File: config.mk
export PLATFORM = sky130hd
export DESIGN_NAME = ptrp_target_read
export DESIGN_NICKNAME = d
export VERILOG_FILES = /design/src/verilog/ptrp_pkg.sv /design/src/verilog/ptrp_target_read.sv
export SDC_FILE = /design/constraint.sdc
export NUM_CORES = 1
export LEC_CHECK = 0
export BUFFER_PORTS_ARGS = -buffer_cell sky130_fd_sc_hd__buf_2
export CORE_MARGIN = 3
export CORE_UTILIZATION = 59
export CTS_BUF_LIST = sky130_fd_sc_hd__clkbuf_16
export CTS_CLUSTER_DIAMETER = 80
export CTS_CLUSTER_SIZE = 14
export DETAILED_ROUTE_END_ITERATION = 7
export PLACE_DENSITY = 0.77
export SKIP_LAST_GASP = 1
export SLEW_MARGIN = 20
export SYNTH_ARGS = -nofsm -noshare
export SYNTH_HDL_FRONTEND = slang
export SYNTH_SLANG_ARGS = --single-unit
File: constraint.sdc
create_clock -name ref_clk_in -period 6.45 [get_ports ref_clk_in]
set_input_delay 0.645 -clock ref_clk_in [delete_from_list [all_inputs] [get_ports ref_clk_in]]
set_output_delay 0.645 -clock ref_clk_in [all_outputs]
set_load 0.05 [all_outputs]
File: src/verilog/ptrp_pkg.sv
package ptrp_pkg;

    // ************************************************************
    // fifo organisation
    // ************************************************************
    localparam int unsigned DEPTH_32 = 32;
    localparam int unsigned WIDTH_32 = 36;
    localparam int unsigned DEPTH_64 = 16;
    localparam int unsigned WIDTH_64 = 72;
    localparam int unsigned CNT_W    = 6;
    localparam logic [5:0]  AFULL_FREE = 6'h04;

    // ************************************************************
    // latencies in clock cycles, and the page bit index
    // ************************************************************
    localparam logic [5:0]  INIT_LAT_DEF  = 6'h10;
    localparam logic [5:0]  INIT_LAT_LONG = 6'h20;
    localparam logic [3:0]  SUB_LAT       = 4'h8;
    localparam logic [3:0]  READY_HOLD    = 4'h9;
    localparam int unsigned PAGE_BIT      = 18;

    // ************************************************************
    // carriers and codes
    // ************************************************************
    typedef struct packed {
        logic [3:0]  cmd;
        logic [31:0] addr;
        logic        burst;
    } ptrp_req_t;

    typedef enum logic [1:0] {
        PTRP_TERM_NORMAL,
        PTRP_TERM_RETRY,
        PTRP_TERM_DISC
    } ptrp_term_t;

    typedef enum {
        PTRP_IDLE,
        PTRP_INIT_WAIT,
        PTRP_XFER,
        PTRP_SUB_WAIT,
        PTRP_END
    } ptrp_state_t;

endpackage

File: src/verilog/ptrp_target_read.sv
`timescale 1ns/100ps

// Overview of operation
// - request low announces operation; user takes address
// - burst disconnects on empty or region crossing
// - fifo 32x36 or 16x72 by bus mode
// - empty first read: retry or wait-states
// - hold keeps empty until full, then drains
// - almost-full when four or fewer free
// - full when all occupied; flags may toggle
// - empty mid-burst: disconnect or up to eight waits
// - last-cycle output says burst or single
// - end on last, region or page crossing
// - finish with transfer, discard surplus data
// - delayed mode retries when nothing pending
// - nondelayed waits until data or latency limit
// - delayed: store address, retry until same request
// - hold: retry masters, then burst buffered data
// - request deasserts at every transaction end except a delayed-mode retry
// - ready low during clear and after release
module ptrp_target_read #(
    parameter bit         WIDE64   = 1'b0,
    parameter logic [5:0] INIT_LAT = ptrp_pkg::INIT_LAT_DEF
) (
    input  wire logic                ref_clk_in,     // 125 MHz clock
    input  wire logic                rst_n_in,       // sync reset
    input  wire logic                pci_req_vld_in, // master read request
    input  wire ptrp_pkg::ptrp_req_t pci_req_in,     // its command/address
    input  wire logic                pci_rdy_in,     // master takes word
    input  wire logic                pci_last_in,    // master last phase
    input  wire logic                pci_bar_end_in, // region boundary hit
    output logic [71:0]              pci_data_out,   // read data
    output logic                     pci_data_vld_out, // data valid
    output logic                     pci_term_vld_out, // termination pulse
    output ptrp_pkg::ptrp_term_t     pci_term_out,   // termination kind
    output logic                     treq_n_out,     // target request
    output ptrp_pkg::ptrp_req_t      user_req_out,   // command/address
    input  wire logic                addr_en_n_in,   // address enable
    input  wire logic                rd_data_en_n_in, // read data enable
    input  wire logic [71:0]         rd_data_in,     // read data
    output logic                     rd_last_cycle_n_out, // single read
    output logic                     rd_fifo_empty_n, // shown nonempty
    output logic                     rd_fifo_almost_full_n, // almost full
    output logic                     rd_fifo_full_n, // full
    input  wire logic                burst_pend_n_in, // wait when empty
    input  wire logic                delayed_n_in,   // delayed mode
    input  wire logic                rd_hold_in,     // defer nonempty
    input  wire logic                target_side_clear_n, // target clear
    output logic                     target_ready_out // target ready
);

    // ************************************************************
    // sizing
    // ************************************************************
    localparam int unsigned DEPTH = WIDE64 ? ptrp_pkg::DEPTH_64
                                           : ptrp_pkg::DEPTH_32;
    localparam int unsigned WIDTH = WIDE64 ? ptrp_pkg::WIDTH_64
                                           : ptrp_pkg::WIDTH_32;
    localparam logic [5:0]  CAP   = 6'(DEPTH);
    localparam logic [31:0] STEP  = WIDE64 ? 32'h8 : 32'h4;
    localparam int unsigned PAGE_BIT_I = ptrp_pkg::PAGE_BIT;

    ptrp_pkg::ptrp_state_t state_q;
    logic [WIDTH-1:0]      mem_q [DEPTH];
    logic [4:0]            wr_ptr_q;
    logic [4:0]            rd_ptr_q;
    logic [5:0]            cnt_q;
    logic [5:0]            cnt_d;
    logic                  pend_q;
    logic                  taken_q;
    logic                  show_q;
    logic [5:0]            wait_q;
    logic [31:0]           cur_addr_q;
    logic                  stop_q;
    logic [3:0]            rdy_cnt_q;
    logic                  clr_q;
    logic                  flush;
    logic                  wr;
    logic                  rd;
    logic                  live;
    logic                  match;
    logic [1:0]            sk_cnt_q;
    logic [71:0]           sk_tail_q;
    logic                  sk_pop;
    logic                  sk_push;
    logic [71:0]           rd_word;
    logic [31:0]           next_addr;

    // ************************************************************
    // fifo core
    // ************************************************************
    assign live  = !treq_n_out && taken_q;
    assign flush = (state_q == ptrp_pkg::PTRP_END) || clr_q;
    // words beyond full are dropped; the user must watch full
    assign wr    = live && !rd_data_en_n_in && (cnt_q != CAP);
    assign rd    = (state_q == ptrp_pkg::PTRP_XFER
                    || state_q == ptrp_pkg::PTRP_SUB_WAIT)
                   && (cnt_q != 6'h00) && show_q && (sk_cnt_q != 2'h2);
    assign cnt_d = flush ? 6'h00
                 : 6'(cnt_q + {5'h00, wr} - {5'h00, rd});
    assign rd_word = 72'(mem_q[rd_ptr_q]);

    always_ff @(posedge ref_clk_in)
    begin
        if (wr)
        begin
            mem_q[wr_ptr_q] <= rd_data_in[WIDTH-1:0];
        end
    end

    always_ff @(posedge ref_clk_in)
    begin
        if (!rst_n_in || flush)
        begin
            wr_ptr_q <= 5'h00;
            rd_ptr_q <= 5'h00;
            cnt_q    <= 6'h00;
        end
        else
        begin
            if (wr)
            begin
                wr_ptr_q <= (wr_ptr_q == 5'(DEPTH - 1)) ? 5'h00
                            : 5'(wr_ptr_q + 5'h01);
            end
            if (rd)
            begin
                rd_ptr_q <= (rd_ptr_q == 5'(DEPTH - 1)) ? 5'h00
                            : 5'(rd_ptr_q + 5'h01);
            end
            cnt_q <= cnt_d;
        end
    end

    // ************************************************************
    // flags
    // ************************************************************
    always_ff @(posedge ref_clk_in)
    begin
        if (!rst_n_in)
        begin
            rd_fifo_full_n        <= 1'b1;
            rd_fifo_almost_full_n <= 1'b1;
        end
        else
        begin
            rd_fifo_full_n        <= (cnt_d != CAP);
            rd_fifo_almost_full_n <= (6'(CAP - cnt_d)
                                      > ptrp_pkg::AFULL_FREE);
        end
    end

    // under hold, nonempty appears only once full, then sticks
    always_ff @(posedge ref_clk_in)
    begin
        if (!rst_n_in)
        begin
            show_q <= 1'b0;
        end
        else if (cnt_d == 6'h00)
        begin
            show_q <= 1'b0;
        end
        else if (!rd_hold_in || cnt_d == CAP)
        begin
            show_q <= 1'b1;
        end
    end

    assign rd_fifo_empty_n = show_q;

    // ************************************************************
    // two-entry output buffer
    // ************************************************************
    // the master may stall; the buffer keeps the word in flight
    assign sk_pop  = pci_data_vld_out && pci_rdy_in;
    assign sk_push = rd;

    always_ff @(posedge ref_clk_in)
    begin
        if (!rst_n_in || flush)
        begin
            sk_cnt_q         <= 2'h0;
            pci_data_vld_out <= 1'b0;
            pci_data_out     <= 72'h0;
            sk_tail_q        <= 72'h0;
        end
        else
        begin
            unique case ({sk_push, sk_pop})
                2'b10:
                begin
                    if (sk_cnt_q == 2'h0)
                    begin
                        pci_data_out <= rd_word;
                    end
                    else
                    begin
                        sk_tail_q <= rd_word;
                    end
                    sk_cnt_q <= 2'(sk_cnt_q + 2'h1);
                end
                2'b01:
                begin
                    pci_data_out <= sk_tail_q;
                    sk_cnt_q     <= 2'(sk_cnt_q - 2'h1);
                end
                2'b11:
                begin
                    if (sk_cnt_q == 2'h1)
                    begin
                        pci_data_out <= rd_word;
                    end
                    else
                    begin
                        pci_data_out <= sk_tail_q;
                        sk_tail_q    <= rd_word;
                    end
                end
                2'b00:
                begin
                end
            endcase
            pci_data_vld_out <= (sk_cnt_q != 2'h0 || sk_push)
                                && !(sk_cnt_q == 2'h1 && sk_pop
                                     && !sk_push);
        end
    end

    // ************************************************************
    // transaction control
    // ************************************************************
    assign match     = pci_req_in.addr == user_req_out.addr;
    assign next_addr = 32'(cur_addr_q + STEP);

    always_ff @(posedge ref_clk_in)
    begin
        if (!rst_n_in || clr_q)
        begin
            state_q             <= ptrp_pkg::PTRP_IDLE;
            treq_n_out          <= 1'b1;
            pend_q              <= 1'b0;
            taken_q             <= 1'b0;
            wait_q              <= 6'h00;
            stop_q              <= 1'b0;
            cur_addr_q          <= 32'h0;
            user_req_out        <= '0;
            rd_last_cycle_n_out <= 1'b1;
            pci_term_vld_out    <= 1'b0;
            pci_term_out        <= ptrp_pkg::PTRP_TERM_NORMAL;
        end
        else
        begin
            pci_term_vld_out <= 1'b0;
            if (!treq_n_out && !addr_en_n_in)
            begin
                taken_q <= 1'b1;
            end
            unique case (state_q)
                ptrp_pkg::PTRP_IDLE:
                begin
                    wait_q <= 6'h00;
                    stop_q <= 1'b0;
                    if (pci_req_vld_in && !pend_q)
                    begin
                        user_req_out        <= pci_req_in;
                        cur_addr_q          <= pci_req_in.addr;
                        treq_n_out          <= 1'b0;
                        taken_q             <= 1'b0;
                        rd_last_cycle_n_out <= pci_req_in.burst;
                        if (!delayed_n_in)
                        begin
                            pend_q           <= 1'b1;
                            pci_term_vld_out <= 1'b1;
                            pci_term_out     <= ptrp_pkg::PTRP_TERM_RETRY;
                        end
                        else
                        begin
                            state_q <= ptrp_pkg::PTRP_INIT_WAIT;
                        end
                    end
                    else if (pci_req_vld_in)
                    begin
                        if (match && show_q)
                        begin
                            state_q <= ptrp_pkg::PTRP_XFER;
                        end
                        else
                        begin
                            pci_term_vld_out <= 1'b1;
                            pci_term_out     <= ptrp_pkg::PTRP_TERM_RETRY;
                        end
                    end
                end
                ptrp_pkg::PTRP_INIT_WAIT:
                begin
                    wait_q <= 6'(wait_q + 6'h01);
                    if (show_q)
                    begin
                        state_q <= ptrp_pkg::PTRP_XFER;
                    end
                    else if (6'(wait_q + 6'h01) >= INIT_LAT)
                    begin
                        pci_term_vld_out <= 1'b1;
                        pci_term_out     <= ptrp_pkg::PTRP_TERM_RETRY;
                        state_q          <= ptrp_pkg::PTRP_END;
                    end
                end
                ptrp_pkg::PTRP_XFER, ptrp_pkg::PTRP_SUB_WAIT:
                begin
                    if (pci_bar_end_in)
                    begin
                        stop_q <= 1'b1;
                    end
                    if (sk_pop)
                    begin
                        cur_addr_q <= next_addr;
                        wait_q     <= 6'h00;
                        state_q    <= ptrp_pkg::PTRP_XFER;
                        if (pci_last_in || !rd_last_cycle_n_out)
                        begin
                            pci_term_vld_out <= 1'b1;
                            pci_term_out     <= ptrp_pkg::PTRP_TERM_NORMAL;
                            state_q          <= ptrp_pkg::PTRP_END;
                        end
                        else if (stop_q || pci_bar_end_in
                                 || next_addr[PAGE_BIT_I]
                                    != cur_addr_q[PAGE_BIT_I])
                        begin
                            pci_term_vld_out <= 1'b1;
                            pci_term_out     <= ptrp_pkg::PTRP_TERM_DISC;
                            state_q          <= ptrp_pkg::PTRP_END;
                        end
                    end
                    else if (!pci_data_vld_out && !show_q && !rd)
                    begin
                        // fifo ran dry in mid burst
                        if (burst_pend_n_in
                            || wait_q[3:0] >= ptrp_pkg::SUB_LAT)
                        begin
                            pci_term_vld_out <= 1'b1;
                            pci_term_out     <= ptrp_pkg::PTRP_TERM_DISC;
                            state_q          <= ptrp_pkg::PTRP_END;
                        end
                        else
                        begin
                            wait_q  <= 6'(wait_q + 6'h01);
                            state_q <= ptrp_pkg::PTRP_SUB_WAIT;
                        end
                    end
                end
                ptrp_pkg::PTRP_END:
                begin
                    // surplus words are flushed with the request drop
                    treq_n_out <= 1'b1;
                    pend_q     <= 1'b0;
                    taken_q    <= 1'b0;
                    state_q    <= ptrp_pkg::PTRP_IDLE;
                end
            endcase
        end
    end

    // ************************************************************
    // target clear and ready
    // ************************************************************
    always_ff @(posedge ref_clk_in)
    begin
        if (!rst_n_in)
        begin
            clr_q            <= 1'b0;
            rdy_cnt_q        <= 4'h0;
            target_ready_out <= 1'b0;
        end
        else
        begin
            clr_q <= !target_side_clear_n;
            if (!target_side_clear_n || clr_q)
            begin
                rdy_cnt_q        <= 4'h0;
                target_ready_out <= 1'b0;
            end
            else if (rdy_cnt_q != ptrp_pkg::READY_HOLD)
            begin
                rdy_cnt_q <= 4'(rdy_cnt_q + 4'h1);
            end
            else
            begin
                target_ready_out <= 1'b1;
            end
        end
    end

endmodule

# Yosys cells after proc, flatten, opt, wreduce, memory -nomap -nowiden
# Memory sizes are Yosys's and may differ from the RTL's. A register that Yosys moved wholly into a read port is not among the register bits.
# Index checks and enable logic that the tools add are counted.
[word_totals]
regBits = 287
ram_bits = 1152
out_inout_bits = 119
wordCells = 209
mem_count = 1
[mem_list]
columns = ["memory", "depth", "word_bits", "read_ports", "rd_clocked_by_memory_dff", "wr", "line", "text"]
rows = [
  ["mem_q", 32, 36, 1, 1, 1, "ptrp_target_read.sv:64", "logic [WIDTH-1:0] mem_q [DEPTH];"],
]
[op_classes]
n_addsub = 10
order_cmp = 3
eq_ne = 39
mux = 67
bitwise_logic = 1
reduce_logical = 62
[op_table]
columns = ["op", "count"]
rows = [
  ["32-bit 2-to-1 mux", 10],
  ["72-bit 2-to-1 mux", 4],
  ["72-bit one-hot mux with 3 select lines", 1],
  ["72-bit one-hot mux with 2 select lines", 1],
  ["32-bit one-hot mux with 4 select lines", 1],
  ["32-bit by 3-bit equality test with 1-bit output (second input constant)", 3],
  ["32-bit by 2-bit equality test with 1-bit output (second input constant)", 2],
  ["32-bit one-hot mux with 2 select lines", 1],
  ["32-bit by 3-bit adder with 32-bit output (second input constant)", 1],
  ["32-bit by 1-bit equality test with 1-bit output (second input constant)", 1],
  ["32-bit equality test", 1],
  ["32-bit by 4-bit equality test with 1-bit output (second input constant)", 1],
  ["32-bit zero test", 1],
  ["3-bit != test (second input constant)", 9],
  ["6-bit 2-to-1 mux", 4],
  ["2-bit 2-to-1 mux", 11],
  ["5-bit 2-to-1 mux", 4],
  ["2-bit != test (second input constant)", 10],
  ["1-bit 2-to-1 mux", 19],
  ["6-bit one-hot mux with 3 select lines", 1],
  ["1-bit logical AND", 15],
  ["1-bit zero test", 12],
  ["6-bit != test (second input constant)", 2],
  ["3-bit AND reduction", 4],
  ["other kinds (33)", 63],
]

# Longest topological paths before layout
[depth]
depth_word = 10
ltp_mapped = 18

# Worst setup path before layout
# No wires, ideal clock.
[synth_timing]
path_kind = "register to register"
start = "register show_q, in the netlist rd_fifo_empty_n"
end = "register show_q, in the netlist rd_fifo_empty_n"
arrival_ps = 3372
required_time_ps = 6329
slack_ps = 2957
path_stages_with_launch = 14
path_buffers = 1
synth_period_minus_slack_ps = 3493
cell_sequence = "dfxtp_1 inv_1 a2111o_1 clkbuf_1 inv_2 ha_1 inv_1 ha_1 inv_1 fa_1 xor2_1 and3b_1 a311o_1 mux2_2"
[synth_between]
elab_chain_cells = 6
[synth_rtl]
columns = ["element", "line", "text"]
rows = [
  ["start: declaration", "ptrp_target_read.sv:71", "logic show_q;"],
  ["start signal: assignment", "ptrp_target_read.sv:158", "show_q <= 1'b0;"],
  ["start signal: assignment", "ptrp_target_read.sv:162", "show_q <= 1'b0;"],
  ["start signal: assignment", "ptrp_target_read.sv:166", "show_q <= 1'b1;"],
  ["1-bit logical AND * (2 in a row)", "ptrp_target_read.sv:98", "&& (cnt_q != 6'h00) && show_q && (sk_cnt_q != 2'h2);"],
  ["6-bit by 1-bit subtractor with 6-bit output *", "ptrp_target_read.sv:100", ": 6'(cnt_q + {5'h00, wr} - {5'h00, rd});"],
  ["6-bit 2-to-1 mux *", "ptrp_target_read.sv:99", "assign cnt_d = flush ? 6'h00"],
  ["6-bit equality test or 6-bit zero test (tied branches)", "ptrp_target_read.sv:164, ptrp_target_read.sv:160", ""],
  ["1-bit logical OR or 2-bit OR reduction (tied branches)", "n/a", ""],
]
# Mark *: on every way between the ends. The rest lies on a longest branch, timed or not.
# A chain may end at the register's enable or synchronous reset.

# Final worst setup path
[layout_timing]
start = "register state_q[2]"
end = "register sk_tail_q[27]"
[layout_between]
elab_chain_cells = 8
[layout_rtl]
columns = ["element", "line", "text"]
rows = [
  ["start: declaration", "ptrp_target_read.sv:63", "ptrp_pkg::ptrp_state_t state_q;"],
  ["start signal: assignment", "ptrp_target_read.sv:240", "state_q <= ptrp_pkg::PTRP_IDLE;"],
  ["start signal: assignment", "ptrp_target_read.sv:279", "state_q <= ptrp_pkg::PTRP_INIT_WAIT;"],
  ["start signal: assignment", "ptrp_target_read.sv:286", "state_q <= ptrp_pkg::PTRP_XFER;"],
  ["32-bit by 3-bit equality test with 1-bit output, on equally long branches", "ptrp_target_read.sv:96, ptrp_target_read.sv:97", ""],
  ["1-bit logical OR", "ptrp_target_read.sv:97", "|| state_q == ptrp_pkg::PTRP_SUB_WAIT)"],
  ["1-bit logical AND (3 in a row)", "ptrp_target_read.sv:98", ""],
  ["2-bit equality test", "ptrp_target_read.sv:190", "unique case ({sk_push, sk_pop})"],
  ["2-bit != test (no source line) or 2-bit nonzero test (tied branches)", "n/a", ""],
  ["3-bit AND reduction (no source line)", "n/a", ""],
  ["end signal: assignment", "ptrp_target_read.sv:199", "sk_tail_q <= rd_word;"],
  ["end signal: assignment", "ptrp_target_read.sv:217", "sk_tail_q <= rd_word;"],
  ["end: declaration", "ptrp_target_read.sv:83", "logic [71:0] sk_tail_q;"],
]
# Several ways; a longest one is shown, not always the timed one.

==> impl_metrics.py <==
metrics = {
    "clocking": {
        "cts_setup_buffers": 0,
        "postCtsHoldBufs": 0,
        "cts_sinks": 1327,
        "cts.clk_slew.worst_paths_ns": 0.07,
        "cts.path.max_buffers": 3,
        "htree_levels": 3,
        "tritoncts": "built",
        "post_cts_resized": 0,
        "root_buffer": "clkbuf_16",
        "cts_buffers": 105,
        "clk_latency_ns": 0.69,
    },
    "logic_synthesis": {
        "ys_seq_elements": 1327,
        "synth-seq-area-share_pct": 73.2,
        "avgSynthCellArea_sq_um": 18.6,
        "synth.cell_area_sq_mm": 0.0521,
        "synth_edf_count": 1152,
        "synth.top_cell.area_share_pct": 66.5,
        "synthTopCellsByCount": "edfxtp_1, mux4_2, o22ai_1",
        "ys_warn_count": 0,
        "ys.flop_type": "edfxtp_1",
        "synth_cells": 2792,
        "synthTopCellsByArea": "edfxtp_1, mux4_2, dfxtp_1",
        "yosysMostFrequentCell": "edfxtp_1",
        "synth_cell_type_count": 70,
        "synth_top_area_cell": "edfxtp_1",
        "async_flop_share_pct": 0,
    },
    "placed_design": {
        "place_area_sq_mm": 0.0541,
        "dp.final_hpwl_mm": 68.7,
        "portBuffers": 167,
        "gp_congestion": 0.846,
    },
    "setup_path": {
        "timing.rr.start": "state_q[2]$_SDFFE_PP0P_",
        "r2r_slack_ns": 1.58,
        "critPathArrivalTime_ns": 5.46,
        "regToRegEndpoint": "sk_tail_q[27]$_SDFFE_PP0P_",
        "crit_type": "flop to flop",
        "crit_chain": "nand2b_1, a2111o_1, inv_2, ha_2, nor2_1, a211o_1, nor2_4, buf_4, a22o_1",
        "cp_slowest_cell": "ha_2",
        "crit_path_max_fanout": 38,
        "r2r_cells": 9,
        "worstSetupStartpointType": "flop",
        "critPathMaxStageDelay_ns": 0.94,
        "crit_required_ns": 7.05,
        "end_kind": "flop",
    },
    "floorplanning": {
        "dieWidth_um": 303,
        "core_area_sq_mm": 0.0872,
        "die_y_um": 303,
        "initial_core_util_pct": 59.7,
        "pin_count": 240,
        "fp-row-count": 108,
        "dieArea_sq_mm": 0.0918,
    },
    "timing": {
        "fin_crit_sh_pct": 75.4,
        "finalClockSkew_ns": 0.0439,
        "tns_ns": 0,
        "setup_violations": 0,
        "whs_ns": 0.157,
        "tightest_slew_ns": 1.14,
        "slew_viol_final": 0,
        "hold_viol": 0,
        "fin_crit_ns": 4.87,
        "slew_headroom_pct": 24.0,
        "fmax_mhz": 205,
        "rsz0062_at_grt": "no",
    },
    "cells_and_area": {
        "n_fill_cell": 5570,
        "nets": 3104,
        "synthToLayoutAreaGrowth_pct": 9.85,
        "final_area_sq_mm": 0.0572,
        "drive_above_1_share_pct": 22.6,
    },
    "status": {
        "status": "finished clean",
    },
    "power": {
        "ir_drop_mv": 0.245,
        "power.leakage_uw": 0.0179,
        "powerDensity_mw_per_mm2": 273,
    },
    "global_routing": {
        "grt_max_degree": 146,
        "grt_pass1_wl_mm": 189,
        "grt_pass1_vias": 28600,
        "antenna_found_initial": 10,
        "grt_use_total_pct": 28.4,
        "overflow": 0,
    },
    "worst_hold_path": {
        "worstHoldPathCells": 2,
        "hp-start": "target_side_clear_n",
        "min_path_type": "input port to flop",
        "holdPathEnd": "clr_q$_SDFF_PN0_",
    },
    "detailed_routing": {
        "wl_per_cell_um": 30.8,
        "drcViolationCount": 0,
        "via_per_inst": 6.77,
        "vias": 28400,
        "ant_nets": 0,
        "routed_wl_mm": 129,
        "drt-initial-drc-count": 3780,
        "first_pass_iters": 6,
    },
    "job": {
        "maxCapViolCount": 0,
    },
}
layout make-up:
cell class / instances / area, sq um / share of cell area (%)
antenna: 3 / 7.51 / 0.0131
clock buffer: 106 / 2650 / 4.64
clock inverter: 87 / 398 / 0.696
inverter: 23 / 86.3 / 0.151
multi-input combinational: 1268 / 13000 / 22.8
sequential: 1327 / 38100 / 66.6
tap: 1155 / 1450 / 2.53
timing repair buffer: 229 / 1440 / 2.51
per-layer routing:
layer	wire length, um	GRT usage (%)	vias up	share of wire, %
met5	29	0	-	0.022
met1	47000	38.9	14400	36
li1	-	-	11700	-
met2	62100	45.3	1979	48
met3	15100	6.44	355	12
met4	5100	10.8	4	3.9
through the flow:
step / utilization, % / power, uW / instances / worst slack [ns]
finish: 65.6 / 15600 / 4198 / 1.58
global route: 65.6 / 16000 / 4196 / 1.36
CTS: 65.6 / 15700 / 4194 / 1.72
detailed placement: 62.1 / 9950 / 4001 / 1.75
global placement: 62.0 / 9930 / 3999 / 1.84
floorplan: - / 9790 / 2827 / 2.96
worst max-delay path: cells and delay by family, from the launching register on:
family | cells | cell delay (ns)
adder cells (fa/ha/maj) | 1 | 0.94
flip-flops | 1 | 0.39
AO/OA/AOI/OAI | 3 | 1.30
buffers and inverters | 2 | 0.51
AND/OR/NAND/NOR | 3 | 1.66
worst max-delay path by stage:
stage                                       from                      endpoint  slack, ns  depth (start not counted)
floorplan           rd_fifo_empty_n$_SDFFE_PP0P_  rd_fifo_empty_n$_SDFFE_PP0P_       2.96                         13
global placement         state_q[2]$_SDFFE_PP0P_    sk_tail_q[26]$_SDFFE_PP0P_       1.84                          9
detailed placement       state_q[2]$_SDFFE_PP0P_    sk_tail_q[26]$_SDFFE_PP0P_       1.75                          9
CTS                      state_q[2]$_SDFFE_PP0P_    sk_tail_q[27]$_SDFFE_PP0P_       1.72                          9
global route             state_q[2]$_SDFFE_PP0P_    sk_tail_q[32]$_SDFFE_PP0P_       1.36                          9
finish                   state_q[2]$_SDFFE_PP0P_    sk_tail_q[27]$_SDFFE_PP0P_       1.58                          9
layout by cell type (no fill, tap or decap), drive strengths merged, types with 3 or more instances in the layout:
master / count
a211o: 3
a211oi: 43
a21boi: 37
a21o: 4
a21oi: 72
a22o: 38
a22oi: 4
a31oi: 9
and2: 8
and3: 12
buf: 229
clkbuf: 106
clkinv: 4
conb: 36
dfxtp: 175
diode: 3
edfxtp: 1152
ha: 28
inv: 106
mux4: 288
nand2: 125
nand2b: 4
nand3: 17
nand3b: 7
nand4: 12
nor2: 91
nor2b: 5
nor3: 11
nor3b: 5
nor4: 39
o21ai: 69
o22ai: 218
or3: 5
or3b: 7
xnor2: 33
xor2: 8
state kept, by name (all words and copies together) (netlist names), 5 cells and up, named ones only:
signal	count
cnt_q	6
cur_addr_q	16
mem_q	1152
pci_data_out	36
rd_ptr_q	5
sk_tail_q	36
user_req_out	37
wait_q	6
wr_ptr_q	5
kinds of logic (layout without fill, tap and decap cells):
kind of cell | after synthesis | in the layout | synth area share [%]
flops | 1327 | 1327 | 73.2
compound gates | 513 | 513 | 6.33
simple gates | 357 | 357 | 3.72
mux | 292 | 292 | 12.8
buf+inv | 232 | 445 | 2.54
xor+xnor | 41 | 41 | 0.690
fa+ha+maj | 29 | 29 | 0.712
other cells | 1 | 39 | 0.00720
where the power goes:
part	total, uW	leakage, uW	internal, uW	switching [uW]
clock network	5850	0.00178	2970	2870
logic	408	0.00439	84.4	324
registers	9360	0.0118	9330	25.7
total	15600	0.0179	12400	3220
Note: power is estimated with default switching activity, not from simulation.
